**src/usb_ep_pkg.sv**
```systemverilog
package usb_ep_pkg;
  // ---------------------------------------------------------------
  // Geometry
  // ---------------------------------------------------------------
  localparam int NUM_EP = 7;
  localparam int EP_W = 3;
  localparam int FIFO_DEPTH = 64;
  localparam int CNT_W = 10;
  localparam int ADDR_W = 12;

  // ---------------------------------------------------------------
  // Register indices and byte addresses (address = 4 * index)
  // ---------------------------------------------------------------
  localparam logic [7:0] IDX_ENDPOINT_SELECT = 8'hc7;
  localparam logic [7:0] IDX_ENDPOINT_FIFO_DATA = 8'hcf;
  localparam logic [7:0] IDX_RX_BYTE_COUNT_LOW = 8'he2;
  localparam logic [7:0] IDX_RX_BYTE_COUNT_HIGH = 8'he3;
  localparam logic [11:0] ADDR_ENDPOINT_SELECT = {2'h0, IDX_ENDPOINT_SELECT, 2'h0};
  localparam logic [11:0] ADDR_ENDPOINT_FIFO_DATA = {2'h0, IDX_ENDPOINT_FIFO_DATA, 2'h0};
  localparam logic [11:0] ADDR_RX_BYTE_COUNT_LOW = {2'h0, IDX_RX_BYTE_COUNT_LOW, 2'h0};
  localparam logic [11:0] ADDR_RX_BYTE_COUNT_HIGH = {2'h0, IDX_RX_BYTE_COUNT_HIGH, 2'h0};

  // ---------------------------------------------------------------
  // Fields and reset values
  // ---------------------------------------------------------------
  localparam int ENDPOINT_NUMBER_FIELD_LSB = 0;
  localparam int COUNT_LOW_BITS = 8;
  localparam int COUNT_HIGH_BITS = 2;
  localparam logic [2:0] ENDPOINT_SELECT_RESET = 3'h0;
  localparam logic [7:0] FIFO_DATA_RESET = 8'h00;
  localparam logic [1:0] RESP_OKAY = 2'h0;
  localparam logic [1:0] RESP_SLVERR = 2'h2;

  typedef enum logic [3:0] {
    RD_IDLE = 4'h1,
    RD_POP = 4'h2,
    RD_LOAD = 4'h4,
    RD_RESP = 4'h8
  } rd_state_t;
endpackage

```
**src/fifo_if.sv**
```systemverilog
`timescale 1ns/10ps
interface fifo_if #(parameter int W = 8);
  logic push;
  logic pop;
  logic [W-1:0] wdata;
  logic [W-1:0] rdata;
  logic empty;
  logic full;
  modport ctrl(output push, output pop, output wdata, input rdata, input empty, input full);
  modport store(input push, input pop, input wdata, output rdata, output empty, output full);
endinterface

```
**src/ep_fifo.sv**
```systemverilog
`timescale 1ns/10ps
module ep_fifo #(
  parameter int W = 8,
  parameter int DEPTH = 64
) (
  input wire logic clk_in,
  input wire logic rst_in,
  fifo_if.store port
);
  // ---------------------------------------------------------------
  // Storage and pointers
  // ---------------------------------------------------------------
  // DEPTH must be a power of two: pointers wrap by overflow
  localparam int AW = $clog2(DEPTH);
  localparam logic [AW:0] FULL_LEVEL = (AW+1)'(DEPTH);

  logic [W-1:0] mem [DEPTH];
  logic [AW-1:0] wptr_q;
  logic [AW-1:0] rptr_q;
  logic [AW:0] level_q;
  logic [W-1:0] rdata_q;
  logic do_push;
  logic do_pop;

  assign port.empty = (level_q == '0);
  assign port.full = (level_q == FULL_LEVEL);
  assign port.rdata = rdata_q;
  assign do_push = port.push & ~port.full;
  assign do_pop = port.pop & ~port.empty;

  always_ff @(posedge clk_in) begin
    if (do_push) begin
      mem[wptr_q] <= port.wdata;
    end
  end

  always_ff @(posedge clk_in or posedge rst_in) begin
    if (rst_in) begin
      wptr_q <= '0;
      rptr_q <= '0;
    end else begin
      if (do_push) begin
        wptr_q <= wptr_q + 1'b1;
      end
      if (do_pop) begin
        rptr_q <= rptr_q + 1'b1;
      end
    end
  end

  always_ff @(posedge clk_in or posedge rst_in) begin
    if (rst_in) begin
      level_q <= '0;
    end else if (do_push && !do_pop) begin
      level_q <= level_q + 1'b1;
    end else if (do_pop && !do_push) begin
      level_q <= level_q - 1'b1;
    end
  end

  always_ff @(posedge clk_in or posedge rst_in) begin
    if (rst_in) begin
      rdata_q <= '0;
    end else if (do_pop) begin
      rdata_q <= mem[rptr_q];
    end
  end
endmodule

```
**src/rx_counter.sv**
```systemverilog
`timescale 1ns/10ps
module rx_counter #(
  parameter int CNT_W = 10
) (
  input wire logic clk_in,
  input wire logic rst_in,
  input wire logic valid_in,
  input wire logic pid_in,
  output logic [CNT_W-1:0] count_out
);
  logic [CNT_W-1:0] count_q;

  // ---------------------------------------------------------------
  // Data bytes after the PID byte
  // ---------------------------------------------------------------
  // Saturates rather than wraps so an oversize packet never looks short
  always_ff @(posedge clk_in or posedge rst_in) begin
    if (rst_in) begin
      count_q <= '0;
    end else if (valid_in && pid_in) begin
      count_q <= '0;
    end else if (valid_in && count_q != '1) begin
      count_q <= count_q + 1'b1;
    end
  end

  assign count_out = count_q;
endmodule

```
**src/usb_ep_access.sv**
```systemverilog
`timescale 1ns/10ps
// Contract
// - Software data-register write pushes the byte into the selected endpoint's FIFO.
// - Software data-register read returns a byte popped from the selected endpoint's FIFO.
// - Data and both count registers are indexed by the endpoint-number field.
// - Low count register shows count bits 7..0 of last packet on selected endpoint.
// - Count equals data bytes after the Data PID, PID itself excluded.
// - High count register shows upper count bits in its lowest positions.
// - Reserved upper bits of the high count register always read zero.
module usb_ep_access #(
  parameter int NUM_EP = usb_ep_pkg::NUM_EP,
  parameter int FIFO_DEPTH = usb_ep_pkg::FIFO_DEPTH,
  parameter int CNT_W = usb_ep_pkg::CNT_W
) (
  input wire logic CLK_IN,
  input wire logic RST_IN,
  input wire logic [11:0] AXI_AWADDR_IN,
  input wire logic AXI_AWVALID_IN,
  output logic AXI_AWREADY_OUT,
  input wire logic [31:0] AXI_WDATA_IN,
  input wire logic [3:0] AXI_WSTRB_IN,
  input wire logic AXI_WVALID_IN,
  output logic AXI_WREADY_OUT,
  output logic [1:0] AXI_BRESP_OUT,
  output logic AXI_BVALID_OUT,
  input wire logic AXI_BREADY_IN,
  input wire logic [11:0] AXI_ARADDR_IN,
  input wire logic AXI_ARVALID_IN,
  output logic AXI_ARREADY_OUT,
  output logic [31:0] AXI_RDATA_OUT,
  output logic [1:0] AXI_RRESP_OUT,
  output logic AXI_RVALID_OUT,
  input wire logic AXI_RREADY_IN,
  input wire logic USB_RX_VALID_IN,
  input wire logic USB_RX_PID_IN,
  input wire logic [7:0] USB_RX_DATA_IN,
  input wire logic [2:0] USB_RX_EP_IN,
  input wire logic USB_RX_EOP_IN,
  input wire logic USB_TX_POP_IN,
  input wire logic [2:0] USB_TX_EP_IN,
  output logic [7:0] USB_TX_DATA_OUT,
  output logic USB_TX_VALID_OUT,
  output logic [NUM_EP-1:0] USB_FIFO_EMPTY_OUT
);
  // ---------------------------------------------------------------
  // Declarations
  // ---------------------------------------------------------------
  logic [2:0] sel_q;
  logic aw_hold_q;
  logic w_hold_q;
  logic [11:0] awaddr_q;
  logic [7:0] wdata_q;
  logic wstrb0_q;
  logic bvalid_q;
  logic [1:0] bresp_q;
  usb_ep_pkg::rd_state_t rd_state_q;
  logic [11:0] araddr_q;
  logic [2:0] rd_ep_q;
  logic rd_empty_q;
  logic [31:0] rdata_q;
  logic [1:0] rresp_q;
  logic rx_active_q;
  logic [2:0] rx_ep_q;
  logic [2:0] tx_ep_q;
  logic tx_pend_q;
  logic [7:0] tx_data_q;
  logic [CNT_W-1:0] cnt_q [NUM_EP];
  logic [CNT_W-1:0] rx_count;
  logic [NUM_EP-1:0] usb_push;
  logic [NUM_EP-1:0] usb_pop;
  logic [NUM_EP-1:0] fifo_push;
  logic [NUM_EP-1:0] fifo_empty;
  logic [7:0] fifo_rdata [NUM_EP];
  logic rx_data;
  logic wr_go;
  logic wr_block;
  logic rd_block;
  logic sw_push;
  logic sw_pop;
  logic ar_take;
  logic [7:0] fifo_rdata_sel;
  logic [CNT_W-1:0] cnt_sel;
  logic sel_ok;
  logic rd_ep_ok;

  // ---------------------------------------------------------------
  // Endpoint FIFOs
  // ---------------------------------------------------------------
  assign rx_data = USB_RX_VALID_IN & ~USB_RX_PID_IN & rx_active_q;

  for (genvar e = 0; e < NUM_EP; e++) begin : g_ep
    fifo_if #(.W(8)) f ();
    assign usb_push[e] = rx_data & (rx_ep_q == 3'(e));
    assign usb_pop[e] = USB_TX_POP_IN & (USB_TX_EP_IN == 3'(e));
    assign f.push = usb_push[e] | (sw_push & (sel_q == 3'(e)));
    assign f.wdata = usb_push[e] ? USB_RX_DATA_IN : wdata_q;
    assign f.pop = usb_pop[e] | (sw_pop & (rd_ep_q == 3'(e)));
    assign fifo_push[e] = f.push;
    assign fifo_empty[e] = f.empty;
    assign fifo_rdata[e] = f.rdata;
    ep_fifo #(.W(8), .DEPTH(FIFO_DEPTH)) u_fifo (
      .clk_in(CLK_IN),
      .rst_in(RST_IN),
      .port(f.store)
    );
  end

  assign USB_FIFO_EMPTY_OUT = fifo_empty;
  // Code 7 names no endpoint: keep out-of-range indexing from spreading unknowns
  assign sel_ok = (int'(sel_q) < NUM_EP);
  assign rd_ep_ok = (int'(rd_ep_q) < NUM_EP);
  assign fifo_rdata_sel = fifo_rdata[rd_ep_q];
  assign cnt_sel = rd_ep_ok ? cnt_q[rd_ep_q] : '0;

  // ---------------------------------------------------------------
  // Receive side: PID latches endpoint, end of packet stores count
  // ---------------------------------------------------------------
  rx_counter #(.CNT_W(CNT_W)) u_count (
    .clk_in(CLK_IN),
    .rst_in(RST_IN),
    .valid_in(USB_RX_VALID_IN),
    .pid_in(USB_RX_PID_IN),
    .count_out(rx_count)
  );

  always_ff @(posedge CLK_IN or posedge RST_IN) begin
    if (RST_IN) begin
      rx_active_q <= 1'b0;
      rx_ep_q <= 3'h0;
    end else if (USB_RX_VALID_IN && USB_RX_PID_IN) begin
      rx_active_q <= 1'b1;
      rx_ep_q <= USB_RX_EP_IN;
    end else if (USB_RX_EOP_IN) begin
      rx_active_q <= 1'b0;
    end
  end

  always_ff @(posedge CLK_IN or posedge RST_IN) begin
    if (RST_IN) begin
      for (int i = 0; i < NUM_EP; i++) begin
        cnt_q[i] <= '0;
      end
    end else if (USB_RX_EOP_IN && rx_active_q) begin
      cnt_q[rx_ep_q] <= rx_count;
    end
  end

  // ---------------------------------------------------------------
  // Transmit side: valid rises one cycle after the pop, byte appears one cycle after that
  // ---------------------------------------------------------------
  always_ff @(posedge CLK_IN or posedge RST_IN) begin
    if (RST_IN) begin
      tx_ep_q <= 3'h0;
      tx_pend_q <= 1'b0;
      tx_data_q <= usb_ep_pkg::FIFO_DATA_RESET;
    end else begin
      tx_pend_q <= USB_TX_POP_IN & ~fifo_empty[USB_TX_EP_IN];
      tx_ep_q <= USB_TX_EP_IN;
      if (tx_pend_q) begin
        tx_data_q <= fifo_rdata[tx_ep_q];
      end
    end
  end

  assign USB_TX_DATA_OUT = tx_data_q;
  assign USB_TX_VALID_OUT = tx_pend_q;

  // ---------------------------------------------------------------
  // AXI4-Lite write channel
  // ---------------------------------------------------------------
  // USB traffic on the same endpoint wins; software waits until that traffic stops
  assign wr_block = (awaddr_q == usb_ep_pkg::ADDR_ENDPOINT_FIFO_DATA) & sel_ok & (usb_push[sel_q] | usb_pop[sel_q]);
  assign wr_go = aw_hold_q & w_hold_q & ~bvalid_q & ~wr_block;
  assign sw_push = wr_go & (awaddr_q == usb_ep_pkg::ADDR_ENDPOINT_FIFO_DATA) & wstrb0_q;
  assign AXI_AWREADY_OUT = ~aw_hold_q & ~bvalid_q;
  assign AXI_WREADY_OUT = ~w_hold_q & ~bvalid_q;
  assign AXI_BVALID_OUT = bvalid_q;
  assign AXI_BRESP_OUT = bresp_q;

  always_ff @(posedge CLK_IN or posedge RST_IN) begin
    if (RST_IN) begin
      aw_hold_q <= 1'b0;
      awaddr_q <= 12'h000;
    end else if (AXI_AWVALID_IN && AXI_AWREADY_OUT) begin
      aw_hold_q <= 1'b1;
      awaddr_q <= AXI_AWADDR_IN;
    end else if (wr_go) begin
      aw_hold_q <= 1'b0;
    end
  end

  always_ff @(posedge CLK_IN or posedge RST_IN) begin
    if (RST_IN) begin
      w_hold_q <= 1'b0;
      wdata_q <= 8'h00;
      wstrb0_q <= 1'b0;
    end else if (AXI_WVALID_IN && AXI_WREADY_OUT) begin
      w_hold_q <= 1'b1;
      wdata_q <= AXI_WDATA_IN[7:0];
      wstrb0_q <= AXI_WSTRB_IN[0];
    end else if (wr_go) begin
      w_hold_q <= 1'b0;
    end
  end

  always_ff @(posedge CLK_IN or posedge RST_IN) begin
    if (RST_IN) begin
      sel_q <= usb_ep_pkg::ENDPOINT_SELECT_RESET;
    end else if (wr_go && wstrb0_q && awaddr_q == usb_ep_pkg::ADDR_ENDPOINT_SELECT) begin
      sel_q <= wdata_q[usb_ep_pkg::ENDPOINT_NUMBER_FIELD_LSB +: 3];
    end
  end

  // Count registers accept and ignore writes
  always_ff @(posedge CLK_IN or posedge RST_IN) begin
    if (RST_IN) begin
      bvalid_q <= 1'b0;
      bresp_q <= usb_ep_pkg::RESP_OKAY;
    end else if (wr_go) begin
      bvalid_q <= 1'b1;
      unique case (awaddr_q)
        usb_ep_pkg::ADDR_ENDPOINT_SELECT,
        usb_ep_pkg::ADDR_ENDPOINT_FIFO_DATA,
        usb_ep_pkg::ADDR_RX_BYTE_COUNT_LOW,
        usb_ep_pkg::ADDR_RX_BYTE_COUNT_HIGH: bresp_q <= usb_ep_pkg::RESP_OKAY;
        default: bresp_q <= usb_ep_pkg::RESP_SLVERR;
      endcase
    end else if (AXI_BREADY_IN) begin
      bvalid_q <= 1'b0;
    end
  end

  // ---------------------------------------------------------------
  // AXI4-Lite read channel
  // ---------------------------------------------------------------
  assign ar_take = AXI_ARVALID_IN & AXI_ARREADY_OUT;
  assign rd_block = (araddr_q == usb_ep_pkg::ADDR_ENDPOINT_FIFO_DATA) & rd_ep_ok &
                    (usb_push[rd_ep_q] | usb_pop[rd_ep_q]);
  assign sw_pop = (rd_state_q == usb_ep_pkg::RD_POP) & ~rd_block &
                  (araddr_q == usb_ep_pkg::ADDR_ENDPOINT_FIFO_DATA);
  assign AXI_ARREADY_OUT = (rd_state_q == usb_ep_pkg::RD_IDLE);
  assign AXI_RVALID_OUT = (rd_state_q == usb_ep_pkg::RD_RESP);
  assign AXI_RDATA_OUT = rdata_q;
  assign AXI_RRESP_OUT = rresp_q;

  always_ff @(posedge CLK_IN or posedge RST_IN) begin
    if (RST_IN) begin
      rd_state_q <= usb_ep_pkg::RD_IDLE;
      araddr_q <= 12'h000;
      rd_ep_q <= 3'h0;
      rd_empty_q <= 1'b1;
    end else begin
      unique case (rd_state_q)
        usb_ep_pkg::RD_IDLE: begin
          if (ar_take) begin
            araddr_q <= AXI_ARADDR_IN;
            rd_ep_q <= sel_q;
            rd_state_q <= usb_ep_pkg::RD_POP;
          end
        end
        usb_ep_pkg::RD_POP: begin
          if (!rd_block) begin
            rd_empty_q <= ~rd_ep_ok | fifo_empty[rd_ep_q];
            rd_state_q <= usb_ep_pkg::RD_LOAD;
          end
        end
        usb_ep_pkg::RD_LOAD: rd_state_q <= usb_ep_pkg::RD_RESP;
        usb_ep_pkg::RD_RESP: begin
          if (AXI_RREADY_IN) begin
            rd_state_q <= usb_ep_pkg::RD_IDLE;
          end
        end
        default: rd_state_q <= usb_ep_pkg::RD_IDLE;
      endcase
    end
  end

  // Empty FIFO reads as zero and leaves the pointer alone
  always_ff @(posedge CLK_IN or posedge RST_IN) begin
    if (RST_IN) begin
      rdata_q <= 32'h0000_0000;
      rresp_q <= usb_ep_pkg::RESP_OKAY;
    end else if (rd_state_q == usb_ep_pkg::RD_LOAD) begin
      rresp_q <= usb_ep_pkg::RESP_OKAY;
      unique case (araddr_q)
        usb_ep_pkg::ADDR_ENDPOINT_SELECT: rdata_q <= {29'h0, sel_q};
        usb_ep_pkg::ADDR_ENDPOINT_FIFO_DATA: rdata_q <= rd_empty_q ? 32'h0 : {24'h0, fifo_rdata_sel};
        usb_ep_pkg::ADDR_RX_BYTE_COUNT_LOW: rdata_q <= {24'h0, cnt_sel[7:0]};
        usb_ep_pkg::ADDR_RX_BYTE_COUNT_HIGH: rdata_q <= {30'h0, cnt_sel[CNT_W-1 -: 2]};
        default: begin
          rdata_q <= 32'h0000_0000;
          rresp_q <= usb_ep_pkg::RESP_SLVERR;
        end
      endcase
    end
  end
endmodule

```
**config.mk**
```make
export PLATFORM = sky130hd
export DESIGN_NAME = usb_ep_access
export DESIGN_NICKNAME = d
export VERILOG_FILES = /design/src/usb_ep_pkg.sv /design/src/fifo_if.sv /design/src/ep_fifo.sv /design/src/rx_counter.sv /design/src/usb_ep_access.sv
export SDC_FILE = /design/constraint.sdc
export NUM_CORES = 2
export LEC_CHECK = 0
export ABC_AREA = 1
export ABC_CLOCK_PERIOD_IN_PS = 12600
export BUFFER_PORTS_ARGS = -buffer_cell sky130_fd_sc_hd__buf_2
export CELL_PAD_IN_SITES_DETAIL_PLACEMENT = 2
export CELL_PAD_IN_SITES_GLOBAL_PLACEMENT = 2
export CORE_MARGIN = 8
export CORE_UTILIZATION = 25
export CTS_CLUSTER_DIAMETER = 150
export DETAILED_ROUTE_END_ITERATION = 6
export PLACE_DENSITY_LB_ADDON = 0.15
export REMOVE_ABC_BUFFERS = 1
export SETUP_SLACK_MARGIN = 0.02
export SLEW_MARGIN = 10
export SYNTH_ARGS = -nofsm -noshare
export SYNTH_HDL_FRONTEND = slang
export SYNTH_SLANG_ARGS = --single-unit
export TNS_END_PERCENT = 1
```
**constraint.sdc**
```tcl
create_clock -name CLK_IN -period 12.6 [get_ports CLK_IN]
set_clock_uncertainty 0.05 [all_clocks]
set_input_delay 2.52 -clock CLK_IN [delete_from_list [all_inputs] [get_ports CLK_IN]]
set_output_delay 2.52 -clock CLK_IN [all_outputs]
set_load 0.02 [all_outputs]
```
# After elaboration in Yosys (flattened, before gate mapping)
# Memories as Yosys holds them, arrays and structs flattened. A register that Yosys moved wholly into a read port is not among the register bits.
# Cells that the tools add are included.
dict set report totals {
  elab_cells 382
  regBits 312
  in_bits 85
  memories 7
  ram_bits 3584
}
dict set report op_classes {
  n_bitwise 101
  magnitude_cmp 9
  n_eq_ne 47
  n_reduce_logical 64
  add_sub_neg 29
  muxes 77
}
# name depth width rd rd_clocked_by_memory_dff write_ports line_no
set memory_table {}
lappend memory_table {{g_ep[0].u_fifo.mem} 64 8 1 1 1 ep_fifo.sv:17} ;# logic [W-1:0] mem [DEPTH];
lappend memory_table {{g_ep[1].u_fifo.mem} 64 8 1 1 1 ep_fifo.sv:17}
lappend memory_table {{g_ep[2].u_fifo.mem} 64 8 1 1 1 ep_fifo.sv:17}
lappend memory_table {{g_ep[3].u_fifo.mem} 64 8 1 1 1 ep_fifo.sv:17}
lappend memory_table {{g_ep[4].u_fifo.mem} 64 8 1 1 1 ep_fifo.sv:17}
lappend memory_table {{g_ep[5].u_fifo.mem} 64 8 1 1 1 ep_fifo.sv:17}
lappend memory_table {{+1 memories} -- -- -- -- -- --}
# op count
set ops {}
lappend ops {{7-bit two-way mux} 14}
lappend ops {{12-bit by 10-bit == test with 1-bit output, second input constant} 8}
lappend ops {{8-bit two-way mux} 12}
lappend ops {{6-bit by 1-bit adder with 6-bit output, second input constant} 14}
lappend ops {{70-bit bitwise mux} 1}
lappend ops {{10-bit two-way mux} 6}
lappend ops {{1-bit bitwise AND} 59}
lappend ops {{7-bit by 1-bit adder with 7-bit output, second input constant} 7}
lappend ops {{7-bit == test, second input constant} 7}
lappend ops {{7-bit zero test} 7}
lappend ops {{7-bit by 1-bit subtractor with 7-bit output, second input constant} 7}
lappend ops {{8-bit binary-select mux with 3-bit select} 2}
lappend ops {{3-bit == test, second input constant} 12}
lappend ops {{8-bit one-hot mux with 4 select lines} 1}
lappend ops {{10-bit binary-select mux with 3-bit select} 1}
lappend ops {{10-bit demux with 3-bit select} 1}
lappend ops {{1-bit two-way mux} 27}
lappend ops {{3-bit by 2-bit == test with 1-bit output, second input constant} 8}
lappend ops {{2-bit nonzero test} 12}
lappend ops {{1-bit logical AND} 22}
lappend ops {{1-bit NOT} 22}
lappend ops {{1-bit binary-select mux with 3-bit select} 6}
lappend ops {{1-bit OR} 17}
lappend ops {{4-bit one-hot mux with 4 select lines} 1}
lappend ops {{21 further kinds} 53}

# Depth between registers and ports, before layout
dict set report logic_depth {
  word_depth 19
  ltp_mapped 28
  mapped_depth_nobuf 27
}

# By module
# Synthesis repeated with hierarchy kept, for this count alone.
dict set report hier_totals {
  hier_cells 16446
  hier_area_um2 170026.8
}
# module cells_per_inst area_each_um2 instances
set by_module_without_submodules {}
lappend by_module_without_submodules {{ep_fifo (g_ep[1].u_fifo ...)} 2211 23112.2 3}
lappend by_module_without_submodules {{ep_fifo (g_ep[5].u_fifo ...)} 2130 22844.4 2}
lappend by_module_without_submodules {{ep_fifo (g_ep[0].u_fifo)} 2211 23104.7 1}
lappend by_module_without_submodules {{ep_fifo (g_ep[4].u_fifo)} 2131 22851.9 1}
lappend by_module_without_submodules {usb_ep_access 1124 8403.1 1}
lappend by_module_without_submodules {rx_counter 87 641.9 1}

# Worst setup path before layout
# OpenSTA, ideal clock, no wires.
dict set report synth_path {
  path_type {input-to-reg}
  from {in USB_RX_VALID_IN}
  to {mem g_ep[1].u_fifo.mem[0][0], data pin}
  setup_slack_ns 6.134
  arrival_time_ns 5.715
  setup_time_ns 0.702
  t_required_ns 11.848
  cell_stages 5
  cell_sequence {nand2_1 -> nor2_4 -> nand2_2 -> clkbuf_1 -> o21ai_0}
}
dict set report synth_via {
  elab_chain_len 4
}
# item line_no
set synth_rtl {}
lappend synth_rtl {{start, declared} usb_ep_access.sv:34} ;# input wire logic USB_RX_VALID_IN,
lappend synth_rtl {{1-bit bitwise AND (2 in series)} usb_ep_access.sv:89} ;# assign rx_data = USB_RX_VALID_IN & ~USB_RX_PID_IN & rx_active_q;
lappend synth_rtl {{1-bit bitwise AND} usb_ep_access.sv:93} ;# assign usb_push[e] = rx_data & (rx_ep_q == 3'(e));
lappend synth_rtl {{8-bit two-way mux} usb_ep_access.sv:96} ;# assign f.wdata = usb_push[e] ? USB_RX_DATA_IN : wdata_q;
lappend synth_rtl {{via g_ep[1].f.wdata[0]} fifo_if.sv:5} ;# logic [W-1:0] wdata;
lappend synth_rtl {{end, declared} ep_fifo.sv:17}
# The timed path passes the listed nets, and every way through them passes these cells.

# Final worst setup path
dict set report layout_path {
  from {in USB_RX_PID_IN}
  to {reg g_ep[5].u_fifo.level_q[6]}
}
dict set report layout_via {
  elab_chain_len 18
  elab_cells_between_ends 37
}
# item line_no
set layout_rtl {}
lappend layout_rtl {{start, declared} usb_ep_access.sv:35} ;# input wire logic USB_RX_PID_IN,
lappend layout_rtl {{1-bit NOT *} usb_ep_access.sv:89}
lappend layout_rtl {{1-bit bitwise AND * (2 in series)} usb_ep_access.sv:89}
lappend layout_rtl {{1-bit bitwise AND} usb_ep_access.sv:93}
lappend layout_rtl {{1-bit binary-select mux with 3-bit select} usb_ep_access.sv:172} ;# assign wr_block = (awaddr_q == usb_ep_pkg::ADDR_ENDPOINT_FIFO_DATA) & sel_ok & (usb_push[sel_q] | usb_pop[sel_ ...
lappend layout_rtl {{1-bit two-way mux (implied by the code)} usb_ep_access.sv:172}
lappend layout_rtl {{1-bit OR} usb_ep_access.sv:172}
lappend layout_rtl {{1-bit bitwise AND} usb_ep_access.sv:172}
lappend layout_rtl {{1-bit NOT} usb_ep_access.sv:173} ;# assign wr_go = aw_hold_q & w_hold_q & ~bvalid_q & ~wr_block;
lappend layout_rtl {{1-bit bitwise AND} usb_ep_access.sv:173}
lappend layout_rtl {{1-bit bitwise AND (2 in series)} usb_ep_access.sv:174} ;# assign sw_push = wr_go & (awaddr_q == usb_ep_pkg::ADDR_ENDPOINT_FIFO_DATA) & wstrb0_q;
lappend layout_rtl {{1-bit bitwise AND} usb_ep_access.sv:95} ;# assign f.push = usb_push[e] | (sw_push & (sel_q == 3'(e)));
lappend layout_rtl {{1-bit OR *} usb_ep_access.sv:95}
lappend layout_rtl {{1-bit bitwise AND *} ep_fifo.sv:28} ;# assign do_push = port.push & ~port.full;
lappend layout_rtl {{via g_ep[5].u_fifo.do_push} ep_fifo.sv:22} ;# logic do_push;
lappend layout_rtl {{1-bit zero test} ep_fifo.sv:56} ;# end else if (do_pop && !do_push) begin
lappend layout_rtl {{1-bit logical AND} ep_fifo.sv:56}
lappend layout_rtl {{2-bit nonzero test (no source line)} --}
lappend layout_rtl {{end signal, assigned} ep_fifo.sv:55} ;# level_q <= level_q + 1'b1;
lappend layout_rtl {{end signal, assigned} ep_fifo.sv:57} ;# level_q <= level_q - 1'b1;
lappend layout_rtl {{end, declared} ep_fifo.sv:20} ;# logic [AW:0] level_q;
# Mark *: on every way through the listed nets, which the timed path passes. The rest lies on a longest branch. The select of a mux whose other input is x is not followed.
# A chain may end at the register's enable or synchronous reset.

==> metrics.yaml <==
outcome: "completed"
die-area_sq_um: 665000
worstPathArrival_ns: 8.00
cts_inserted_buffers: 460
syn-cell-area_sq_um: 159800
cts_root_buffer: "clkbuf_16"
finalHoldViolCount: 0
critPathLaunchType: "input port"
multiInputGateArea_sq_um: 39830
synth_most_common_cell: "edfxtp_1"
maxCapViolations: 0
worstPathMaxFanout: 19
yosys.area_share.simple_pct: 11.45
overflow: 0
yosys_warnings: 0
critPathSlowestCell: "nand2_2"
final_max_slew_viol_count: 0
grt_max_degree: 164
cts_resized: 0
synth-edff-count: 3584
wirelength_um: 576300
fmax_mhz: 140.6
synthFlopType: "edfxtp_1"
io_buffers: 88
cp_common_cell: "nor2_1"
vias: 106200
synth_fa_ha_area_share_pct: 0.5418
synth_sequential_area_ratio_pct: 72.71
grt_usage_pct: 16.69
vdd_drop_max_uv: 177.2
cp-end-kind: "register"
async_reset_ff_share_pct: 8.711
io_pins: 142
grt_first_pass_wirelength_um: 840700
clock_sinks: 3926
syn2layout_area_growth_pct: 15.55
cts.path.max_buffers: 4
synth_xor_area_share_pct: 0.3892
rows: 293
dp_hpwl_um: 360300
die_height_um: 815.5
min_period_ns: 7.113
synth_top_family_by_area: "compound AO/OA/AOI/OAI gates"
antenna_left: 0
die_w_um: 815.5
rsz0062_at_grt: "false"
cp.required_ns: 13.48
power_density_nw_per_um2: 245.2
cpPeakStageDelay_ns: 0.57
dr.first_iter.drc_count: 6545
clk_pin_slew_ns: 0.06
grt_pass1_vias: 116300
cellLeakagePower_nw: 59.30
crit_type: "input port to register"
cp.buffers_inverters: 4
tns_ns: 0
core_area_sq_um: 636800
vias_per_cell: 4.858
synth_cells: 13140
synth_top_area_cell: "edfxtp_1"
tightestPinTransition_ns: 1.337
post_cts_buffers: 0
hold_ws_ns: 0.4396
max_slew_margin_pct: 10.59
synth.area.mux_share_pct: 0.1190
initial_core_util_pct: 25.09
gp_congestion: 0.7842
hp-class: "register to register"
clkLatencyLatePin_ns: 1.06
ys_top_cells_by_area: "edfxtp_1 67%, o21ai_0 6.8%, nor2_1 6.3%"
synth_compound_area_share_pct: 11.94
final_layout_size_suffix_gt1_share_pct: 8.158
hold_buffers: 0
fin_crit_sh_pct: 56.45
yosys_register_bits: 3926
antenna_found_initial: 33
cts_tree: "built"
syn_avg_cell_area_sq_um: 12.16
ys_types: 53
setup_viol_count_final: 0
fillers: 67420
drt_first_pass_iters: 5
htreeDepth: 5
final_nets: 13200
cp_top_family: "simple AND/OR/NAND/NOR gates"
synth_common_cells: "3584 x edfxtp_1, 2669 x nor2_1, 2175 x o21ai_0"
regArea_sq_um: 116200
wl_per_cell_um: 26.37
synth_top_area_share_pct: 67.35
drc: 0
cell type report:
| cell class | instances | area share [%] |
|---|---|---|
| repair buffers | 281 | 1.057 |
| clock buffers | 586 | 6.572 |
| diodes | 11 | 0.01491 |
| multi-input cells | 8082 | 21.57 |
| inverters | 297 | 0.6268 |
| well taps | 8407 | 5.697 |
| flip-flops and latches | 3926 | 62.96 |
| clock inverters | 263 | 1.504 |
power by group:
part / switching, W / internal, W
registers: 0.000864 / 0.0164
logic: 0.0114 / 0.00324
clock network: 0.00571 / 0.00762
total: 0.0180 / 0.0273
metrics by stage:
stage	instances	total power, W	instance area (sq um)	utilization [%]	worst slack (ns)
after floorplan	12310	0.02516	156400	-	0.5533
after global placement	20990	0.03225	169700	26.65	4.333
after detailed placement	20990	0.03268	169700	26.65	4.397
after CTS	21840	0.04621	184600	28.99	5.562
after global routing	21850	0.04762	184600	28.99	5.188
final	21850	0.04528	184600	29.00	5.487
kinds of logic (layout without fill, tap and decap cells):
group,after synthesis,count (layout)
AO/OA/AOI/OAI,3365,3365
flip-flops,3926,3926
XOR/XNOR,71,71
AND/OR/NAND/NOR,4538,4538
adder cells (fa/ha/maj),65,65
buffers and inverters,1160,1427
other,1,37
multiplexers,17,17
state kept, by name, summed over array words and instances (netlist names), 3 cells and up:
signal,count
USB_TX_DATA_OUT,8
awaddr_q,12
AXI_RDATA_OUT,8
g_ep.u_fifo.level_q,49
rx_ep_q,3
araddr_q,12
u_count.count_out,10
rd_ep_q,3
g_ep.u_fifo.mem,3584
g_ep.u_fifo.port.rdata,56
rd_state_q,4
g_ep.u_fifo.rptr_q,42
tx_ep_q,3
g_ep.u_fifo.wptr_q,42
sel_q,3
cnt_q,70
wdata_q,8
layout by cell type, fill, tap and decap left out, types with 58 or more instances in the layout:
cell / count
clkbuf_16: 461
a21oi_1: 137
nand3_1: 418
clkinv_2: 88
o221ai_1: 200
buf_4: 188
edfxtp_1: 3584
nor2_1: 2661
dfrtp_1: 319
buf_2: 88
clkinv_1: 101
inv_1: 259
o211ai_1: 263
o21ai_0: 2119
o22ai_1: 512
ha_1: 58
nand2_1: 1171
nand4_1: 211
clkbuf_1: 112
worst reg2reg max path: stages, from the launching register on:
cell     delay [ns]
dfrtp_1        0.37
nand2_1        0.10
nor2_4         0.31
nand2_2        0.58
nand2_1        0.21
nand2_1        0.07
nor2_1         0.10
nor2_1         0.05
nor2_1         0.45
nor2_2         0.19
buf_4          0.27
nand4_1        0.12
nand2_1        0.37
nand2_1        0.42
inv_1          0.20
ha_1           0.26
inv_1          0.24
ha_1           0.35
a21oi_1        0.18
nor2_1         0.05
nor2_1         0.14
nor2_1         0.08
nor2_1         0.12
nor2_1         0.07
o21ai_0        0.14
nand3_1        0.11
xor2_1         0.15
metal layers:
metal	routed length, um	share of wire (%)	track usage (%)	vias up
li1	-	-	-	47930
met3	17730	3.1	1.931	703
met5	17	0.0029	0	-
met1	268400	47	22.91	56070
met2	276600	48	28.21	1451
met4	13570	2.4	3.816	4
final timing paths:
kind                                     from                         to  slack [ns]  cells after the start
worst min register to register       cnt_q[3]                   cnt_q[3]        0.44                      2
worst min-delay path                 cnt_q[3]                   cnt_q[3]        0.44                      2
max in group asynchronous              RST_IN                araddr_q[2]        8.71                      4
min in group asynchronous              RST_IN   g_ep[0].u_fifo.wptr_q[5]        1.60                      2
worst max-delay path            USB_RX_PID_IN  g_ep[5].u_fifo.level_q[6]        5.49                     26
worst max register to register    rx_active_q  g_ep[5].u_fifo.level_q[6]        6.71                     26
(Power assumes the default switching activity.)
